`config.mk`:
```
export PLATFORM = sky130hd
export DESIGN_NAME = diag_selftest
export DESIGN_NICKNAME = d
export VERILOG_FILES = /design/src/core/diag_selftest.v
export VERILOG_INCLUDE_DIRS = /design/src /design/src/core
export SDC_FILE = /design/constraint.sdc
export NUM_CORES = 1
export LEC_CHECK = 0
export BUFFER_PORTS_ARGS = -buffer_cell sky130_fd_sc_hd__buf_2
export CORE_ASPECT_RATIO = 1.4
export CORE_MARGIN = 2
export CORE_UTILIZATION = 40
export DETAILED_ROUTE_END_ITERATION = 12
export PLACE_DENSITY = 0.7
export SYNTH_ARGS = -nofsm -noshare
export SYNTH_HDL_FRONTEND = slang
export SYNTH_SLANG_ARGS = --single-unit
```
`constraint.sdc`:
```
create_clock -name clk_i -period 3.6 [get_ports clk_i]
set_clock_uncertainty 0.15 [all_clocks]
set_input_delay 0.54 -clock clk_i [delete_from_list [all_inputs] [get_ports clk_i]]
set_output_delay 0.54 -clock clk_i [all_outputs]
set_load 0.1 [all_outputs]
```
`src/core/diag_defines.vh`:
```
// register map, fields and constants of the diagnostic block
`ifndef DIAG_DEFINES_VH
`define DIAG_DEFINES_VH

// register word offsets (byte addresses)
`define REG_CTRL        8'h00
`define REG_FAULT       8'h04
`define REG_INDICATOR   8'h08
`define REG_LINE_PERIOD 8'h0C
`define REG_IRQ_STATUS  8'h10
`define REG_IRQ_MASK    8'h14
`define REG_DEFAULT     32'h00000000

// control register fields
`define CTRL_PAT_EN     0
`define CTRL_PAT_LO     1
`define CTRL_PAT_HI     2
`define CTRL_TRIG_INT   3
`define CTRL_REFRESH    4

// pattern selections
`define PAT_STEPPED     2'h0
`define PAT_HRAMP       2'h1
`define PAT_VRAMP       2'h2
`define PAT_DIAG        2'h3

// stepped pattern
`define STEP_START      8'h40
`define STEP_INC        8'h04
`define STEP_LAST       8'hBC
`define STEP_BLOCK_LOG2 9
`define STEP_LAST_BLK   7'h1F
`define CTRL_WR_MASK    32'h0000000F
// horizontal ramp: one step per 32 pixels
`define HRAMP_LOG2      5
// vertical ramp
`define VRAMP_FIRST     8'h05
`define VRAMP_SECOND    8'h0C
`define VRAMP_INC       8'h03

// fault word bits
`define FLT_SERIAL_BUS     0
`define FLT_OVERHEAT       10
`define FLT_NO_OFFSET_TBL  12
`define FLT_NO_GAIN_TBL    13
`define FLT_NO_USER_SETUP  16
`define FLT_FALLBACK_IMAGE 24

// interrupt status bits
`define IRQ_FAULT_RISE  0
`define IRQ_LINE_DONE   1
`define IRQ_REFRESH     2

`define LINE_PERIOD_RST 16'h0100
`define LINE_WIDTH_RST  16'h37E0
`endif

```
`src/core/diag_selftest.v`:
```
// test pattern generator and self-test status with wishbone registers
//
// Added by the designer: the address map and the Wishbone register port.
`timescale 1ns/10ps
`include "diag_defines.vh"

module diag_selftest (
    // clock and reset
    input  wire        clk_i,
    input  wire        rst_i,
    // wishbone slave
    input  wire        cyc_i,
    input  wire        stb_i,
    input  wire        we_i,
    input  wire [7:0]  adr_i,
    input  wire [3:0]  sel_i,
    input  wire [31:0] dat_i,
    output reg  [31:0] dat_o,
    output reg         ack_o,
    // pixel stream
    input  wire [7:0]  sensor_pix_i,
    input  wire        sensor_valid_i,
    input  wire        ext_trigger_i,
    output reg  [7:0]  pix_o,
    output reg         pix_valid_o,
    output reg         line_start_o,
    // self-test check inputs
    input  wire [31:0] check_faults_i,
    input  wire        overheat_i,
    input  wire        save_setup_ok_i,
    input  wire        save_offset_ok_i,
    input  wire        save_gain_ok_i,
    // indicator and interrupt
    input  wire [1:0]  indicator_state_i,
    output wire [1:0]  indicator_o,
    output wire        irq_o
);

    // states of the line sequencer
    localparam ST_IDLE = 2'b01;
    localparam ST_LINE = 2'b10;

    reg  [31:0] ctrl_r;
    reg  [31:0] fault_r;
    reg  [15:0] period_r;
    reg  [2:0]  irq_stat_r;
    reg  [2:0]  irq_mask_r;
    reg  [1:0]  state_r;
    reg  [15:0] col_r;
    reg  [15:0] rate_cnt_r;
    reg  [15:0] line_cnt_r;
    reg  [7:0]  vval_r;
    reg  [2:0]  trg_sync_r;
    reg         trg_prev_r;
    reg  [31:0] fault_nxt;
    reg  [7:0]  out_pix_nxt;
    reg         out_valid_nxt;
    reg  [7:0]  pat_nxt;
    reg  [31:0] rd_nxt;
    wire [1:0]  pat_sel;
    wire        trig_int;
    wire        wr_stb;
    wire        refresh;
    wire        trg_edge;
    wire        line_go;
    wire        fault_rise;
    wire [7:0]  hval;
    wire [7:0]  sval;
    wire [6:0]  step_blk;
    wire        line_end;
    wire        rd_req;
    wire        wr_ctrl;
    wire        wr_period;
    wire        wr_irq_stat;
    wire        wr_irq_mask;
    wire [2:0]  irq_clr;
    wire [2:0]  irq_set;
    wire [31:0] period_wr;

    function [31:0] mask_write;
        input [31:0] old;
        input [31:0] wd;
        input [3:0]  be;
        integer k;
        begin
            mask_write = old;
            for (k = 0; k < 4; k = k + 1) begin
                if (be[k])
                    mask_write[k*8 +: 8] = wd[k*8 +: 8];
            end
        end
    endfunction

    // stepped value of a 512-pixel block, held at the last step
    function [7:0] step_value;
        input [6:0] blk;
        begin
            if (blk > `STEP_LAST_BLK)
                step_value = `STEP_LAST;
            else
                step_value = `STEP_START + {blk[5:0], 2'b00};
        end
    endfunction

    // vertical ramp value for the line after the one just finished
    function [7:0] vramp_next;
        input [15:0] lines_done;
        input [7:0]  cur;
        begin
            if (lines_done == 16'h0000)
                vramp_next = `VRAMP_SECOND;
            else
                vramp_next = cur + `VRAMP_INC;
        end
    endfunction

    assign pat_sel  = ctrl_r[`CTRL_PAT_HI:`CTRL_PAT_LO];
    assign trig_int = ctrl_r[`CTRL_TRIG_INT];
    // a request is taken on the edge that raises ack
    assign rd_req      = cyc_i & stb_i & ~we_i & ~ack_o;
    assign wr_stb      = cyc_i & stb_i & we_i & ~ack_o;
    assign wr_ctrl     = wr_stb & (adr_i == `REG_CTRL);
    assign wr_period   = wr_stb & (adr_i == `REG_LINE_PERIOD);
    assign wr_irq_stat = wr_stb & (adr_i == `REG_IRQ_STATUS) & sel_i[0];
    assign wr_irq_mask = wr_stb & (adr_i == `REG_IRQ_MASK) & sel_i[0];
    assign refresh     = wr_ctrl & sel_i[0] & dat_i[`CTRL_REFRESH];
    assign period_wr   = mask_write({16'h0, period_r}, dat_i, sel_i);
    assign irq_clr     = wr_irq_stat ? dat_i[2:0] : 3'h0;
    assign irq_set     = {refresh, line_go, fault_rise};
    assign indicator_o = indicator_state_i;
    assign irq_o       = |(irq_stat_r & irq_mask_r);

    // external trigger: three-stage sync, edge once stages 2 and 3 agree
    assign trg_edge = trg_sync_r[1] & trg_sync_r[2] & ~trg_prev_r;
    assign line_go  = trig_int ? (rate_cnt_r == 16'h0000)
                               : trg_edge;

    // pattern values per column; slices wrap naturally at 8 bits
    assign hval     = col_r[`HRAMP_LOG2+7:`HRAMP_LOG2];
    assign step_blk = col_r[15:`STEP_BLOCK_LOG2];
    assign sval     = step_value(step_blk);
    assign line_end = (col_r == `LINE_WIDTH_RST - 16'h0001);

    always @* begin
        case (pat_sel)
        `PAT_STEPPED: pat_nxt = sval;
        `PAT_HRAMP:   pat_nxt = hval;
        `PAT_VRAMP:   pat_nxt = vval_r;
        `PAT_DIAG:    pat_nxt = hval + vval_r;
        default:      pat_nxt = 8'h00;
        endcase
    end

    // pixel source: test image or sensor stream
    always @* begin
        if (ctrl_r[`CTRL_PAT_EN]) begin
            out_pix_nxt   = pat_nxt;
            out_valid_nxt = 1'b1;
        end else begin
            out_pix_nxt   = sensor_pix_i;
            out_valid_nxt = sensor_valid_i;
        end
    end

    // fault word update
    always @* begin
        fault_nxt = fault_r;
        if (refresh)
            fault_nxt = check_faults_i;
        else
            fault_nxt = fault_r | check_faults_i;
        fault_nxt[`FLT_OVERHEAT] = overheat_i;
        if (save_setup_ok_i)
            fault_nxt[`FLT_NO_USER_SETUP] = 1'b0;
        if (save_offset_ok_i)
            fault_nxt[`FLT_NO_OFFSET_TBL] = 1'b0;
        if (save_gain_ok_i)
            fault_nxt[`FLT_NO_GAIN_TBL] = 1'b0;
    end
    assign fault_rise = |(fault_nxt & ~fault_r);

    always @* begin
        case (adr_i)
        `REG_CTRL:        rd_nxt = ctrl_r;
        `REG_FAULT:       rd_nxt = fault_r;
        `REG_INDICATOR:   rd_nxt = {30'h0, indicator_state_i};
        `REG_LINE_PERIOD: rd_nxt = {16'h0, period_r};
        `REG_IRQ_STATUS:  rd_nxt = {29'h0, irq_stat_r};
        `REG_IRQ_MASK:    rd_nxt = {29'h0, irq_mask_r};
        default:          rd_nxt = 32'h00000000;
        endcase
    end

    // bus answer: ack one cycle after the request, read data with it
    always @(posedge clk_i) begin
        if (rst_i) begin
            ack_o <= 1'b0;
            dat_o <= 32'h00000000;
        end else begin
            ack_o <= cyc_i & stb_i & ~ack_o;
            if (rd_req)
                dat_o <= rd_nxt;
        end
    end

    // control and line period; the refresh bit is never stored
    always @(posedge clk_i) begin
        if (rst_i) begin
            ctrl_r   <= `REG_DEFAULT;
            period_r <= `LINE_PERIOD_RST;
        end else begin
            if (wr_ctrl)
                ctrl_r <= mask_write(ctrl_r, dat_i, sel_i) & `CTRL_WR_MASK;
            if (wr_period)
                period_r <= period_wr[15:0];
        end
    end

    // fault word
    always @(posedge clk_i) begin
        if (rst_i)
            fault_r <= 32'h00000000;
        else
            fault_r <= fault_nxt;
    end

    // interrupt status and mask; set wins over write-one-to-clear
    always @(posedge clk_i) begin
        if (rst_i) begin
            irq_mask_r <= 3'h0;
            irq_stat_r <= 3'h0;
        end else begin
            if (wr_irq_mask)
                irq_mask_r <= dat_i[2:0];
            irq_stat_r <= (irq_stat_r & ~irq_clr) | irq_set;
        end
    end

    // trigger pin: three flip-flops, a level counts once 2 and 3 agree
    always @(posedge clk_i) begin
        if (rst_i) begin
            trg_sync_r <= 3'h0;
            trg_prev_r <= 1'b0;
        end else begin
            trg_sync_r <= {trg_sync_r[1:0], ext_trigger_i};
            if (trg_sync_r[1] == trg_sync_r[2])
                trg_prev_r <= trg_sync_r[2];
        end
    end

    // internal line timer, held at reload while triggering externally
    always @(posedge clk_i) begin
        if (rst_i)
            rate_cnt_r <= 16'h0000;
        else if (rate_cnt_r == 16'h0000 || !trig_int)
            rate_cnt_r <= period_r - 16'h0001;
        else
            rate_cnt_r <= rate_cnt_r - 16'h0001;
    end

    // line sequencer and pixel output
    always @(posedge clk_i) begin
        if (rst_i) begin
            state_r      <= ST_IDLE;
            col_r        <= 16'h0000;
            line_cnt_r   <= 16'h0000;
            vval_r       <= `VRAMP_FIRST;
            pix_o        <= 8'h00;
            pix_valid_o  <= 1'b0;
            line_start_o <= 1'b0;
        end else begin
            line_start_o <= 1'b0;
            pix_valid_o  <= 1'b0;
            case (state_r)
            ST_IDLE: begin
                if (line_go) begin
                    state_r      <= ST_LINE;
                    col_r        <= 16'h0000;
                    line_start_o <= 1'b1;
                end
            end
            ST_LINE: begin
                pix_o       <= out_pix_nxt;
                pix_valid_o <= out_valid_nxt;
                col_r       <= col_r + 16'h0001;
                if (line_end) begin
                    state_r    <= ST_IDLE;
                    line_cnt_r <= line_cnt_r + 16'h0001;
                    vval_r     <= vramp_next(line_cnt_r, vval_r);
                end
            end
            default: state_r <= ST_IDLE;
            endcase
        end
    end

endmodule

```
==> run_results.csv <==
group,metric,value,unit
critical_path,endpoint_kind,"flip-flop",
yosys,syn-mean-instance-area,8.29,µm²
grt,antenna_found_initial,7,
clocking,cts_setup_buffers,0,
yosys,synth_area_leaders,"dfxtp_1, nor2_1, a21oi_1",
clocking,cts_resized,0,
grt,grt_max_degree,129,
yosys,syn-cell-area,7940,µm²
die,fp.dieH,171,µm
yosys,yosysWarnings,0,
layout,layout_common_cells,"dfxtp_1, nor2_1, buf_2",
yosys,syn_nets,1070,
placed_design,io_buffers,123,
clocking,cts_tree,"yes",
die,die_x,123,µm
yosys,yosysTopAreaCellShare,0.411,
grt,grt_pass1_wl,34300,µm
critical_path,startpoint_type,"flip-flop",
placed_design,placed_area,8760,µm²
clocking,cts.path.max_buffers,2,
placed_design,place_inst,1288,
sta,period_share,0.822,
routing,vias,7296,
die,num_rows,61,
grt,grt.overflow.total,0,
sta,setup_viol,0,
critical_path,crit_fanout,10,
clocking,clock-sinks,163,
layout,final_nets,1168,
hold_path,min_path_type,"primary input to flip-flop",
die,core,19700,µm²
sta,hold_viol,0,
clocking,cts_buffers,17,
yosys,synth.largest_area_cell,"dfxtp_1",
clocking,clk_latency,420,ps
sta,timing.fmax,338,MHz
run_status,status,"completed",
grt,track_usage,0.206,
power,powerDensity,414,nW/µm²
layout,fin_area,9350,µm²
sta,rsz0062_at_grt,"no",
yosys,synth-edff-count,0,
power,power.total,0.00387,W
sta,final.setup.tns,0,ps
routing,first_pass_iters,6,
die,dieArea,21000,µm²
routing,drt-total-wl,21500,µm
die,initial_core_util,0.403,
sta,maxSlewViolCount,0,
critical_path,arrival,3090,ps
power,leakage,3.89,nW
layout,syn_to_final_growth,17.8,%
critical_path,rrSetupSlack,640,ps
yosys,ys.flop_type,"dfxtp_1",
routing,via_per_inst,5.51,
layout,post-route-util,0.475,
yosys,ys_types,72,
layout,drive_above_1_share,0.177,
yosys,yosysSeqAreaShare,0.411,
yosys,netlist_instances,957,
sta,tightest_slew,754,ps
routing,drc,0,
placed_design,gp_congestion,0.828,
run,maxCapViolCount,0,
clocking,htreeDepth,4,
die,io_pins,143,
power,peakVddDrop,0.000276,V
routing,routedWlPerCell,16.3,µm
critical_path,critPathKind,"flip-flop to flip-flop",
clocking,postCtsHoldBufs,0,
layout,final_common_cell,"dfxtp_1",
critical_path,cp_data_required_time,3730,ps
placed_design,hpwl,15200,µm
routing,antenna_left,0,
sta,slew_headroom,0.495,
clocking,root_buffer,"clkbuf_16",
sta,layout_min_cycle_time,2960,ps
clocking,clk_pin_slew,60,ps
layout,instances_no_fill,1324,
routing,drtIter0Drc,556,
yosys,async_reset_ff_frac,0,
grt,grt_pass1_vias,6987,
yosys,synth_seq_cells,163,
[path summary, 6_finish.rpt]
check             cells past startpoint           start             to
hold reg to reg                       1   trg_sync_r[0]  trg_sync_r[1]
setup / recovery                      9   rate_cnt_r[9]  rate_cnt_r[8]
hold / removal                        2  save_gain_ok_i    fault_r[13]
setup reg to reg                      9   rate_cnt_r[9]  rate_cnt_r[8]
[sequential cells by signal (all words and copies together), names as in the netlist]
signal,cells
line_cnt_r,16
ctrl_r,4
vval_r,8
state_r,2
fault_r,32
pix_valid_o,1
period_r,16
irq_stat_r,3
ack_o,1
line_start_o,1
pix_o,8
trg_sync_r,3
irq_mask_r,3
col_r,16
dat_o,32
rate_cnt_r,16
trg_prev_r,1
[logic make-up after synthesis]
| kind of cell | after synthesis | synth area share |
|---|---|---|
| and+or+nand+nor | 375 | 0.234 |
| buffers and inverters | 103 | 0.0522 |
| xor gates and xnor gates | 32 | 0.0353 |
| AOI/OAI and AO/OA | 220 | 0.178 |
| adders and majority gates | 16 | 0.0262 |
| DFF | 163 | 0.411 |
| muxes | 48 | 0.0637 |
[power by group]
part	switching, W	internal (W)	leakage (nW)
Clock	0.000695	0.00112	0.276
Sequential	0.0000259	0.00184	1.33
Combinational	0.000119	0.0000743	2.29
[cells in the mapped netlist (3+ instances only)]
| library cell | n |
|---|---|
| and3_1 | 8 |
| nand2b_1 | 8 |
| a22o_1 | 3 |
| o21ai_0 | 30 |
| o41ai_1 | 3 |
| nor4_1 | 6 |
| ha_1 | 15 |
| buf_2 | 10 |
| or3_1 | 11 |
| or4_1 | 4 |
| a2bb2oi_1 | 13 |
| o21a_1 | 4 |
| o211ai_1 | 3 |
| mux2i_1 | 40 |
| nor3b_1 | 6 |
| nor2b_1 | 11 |
| nor2_1 | 135 |
| dfxtp_1 | 163 |
| clkbuf_1 | 40 |
| and4_1 | 4 |
| mux2_2 | 6 |
| a31oi_1 | 8 |
| a311oi_1 | 8 |
| nand3b_1 | 3 |
| a21o_1 | 5 |
| nand4_1 | 13 |
| nand2_1 | 66 |
| a211oi_1 | 5 |
| nor3_1 | 26 |
| a211o_1 | 4 |
| and2_1 | 7 |
| o22ai_1 | 12 |
| a22oi_1 | 14 |
| a21oi_1 | 84 |
| a221oi_1 | 5 |
| xnor2_1 | 11 |
| or2_2 | 9 |
| buf_1 | 3 |
| xor2_1 | 21 |
| nand3_1 | 45 |
| inv_1 | 47 |
[layer usage]
layer  GRT usage  vias up  wire length, µm
met5           0        -                0
met4      0.0944        0              618
met2       0.365      188            11100
met1       0.240     3454             8930
met3      0.0347       41              915
li1            -     3613                -
[cell type report]
type / instances / area [µm²]
Inverter: 47 / 176
Clock inverter: 5 / 103
Clock buffer: 24 / 472
Multi-Input combinational cell: 691 / 4270
Fill cell: 1928 / 10300
Timing Repair Buffer: 135 / 733
Sequential cell: 163 / 3260
Tap cell: 252 / 315
Antenna cell: 7 / 17.5
[stage by stage]
stage	hold slack [ps]	setup slack, ps
finish	151	639
global route	142	407
CTS	140	622
floorplan	264	560
global placement	271	744
detailed placement	275	677
[worst max-delay path, stage by stage, from the launching register on]
cell,delay (ps)
dfxtp_1,350
or4_4,600
nor4_4,290
a21boi_2,210
mux2i_1,240
ha_1,240
nand2_1,80
mux2i_1,420
xor2_1,200
nor2_1,50
Power figures use the tool's default switching activity.
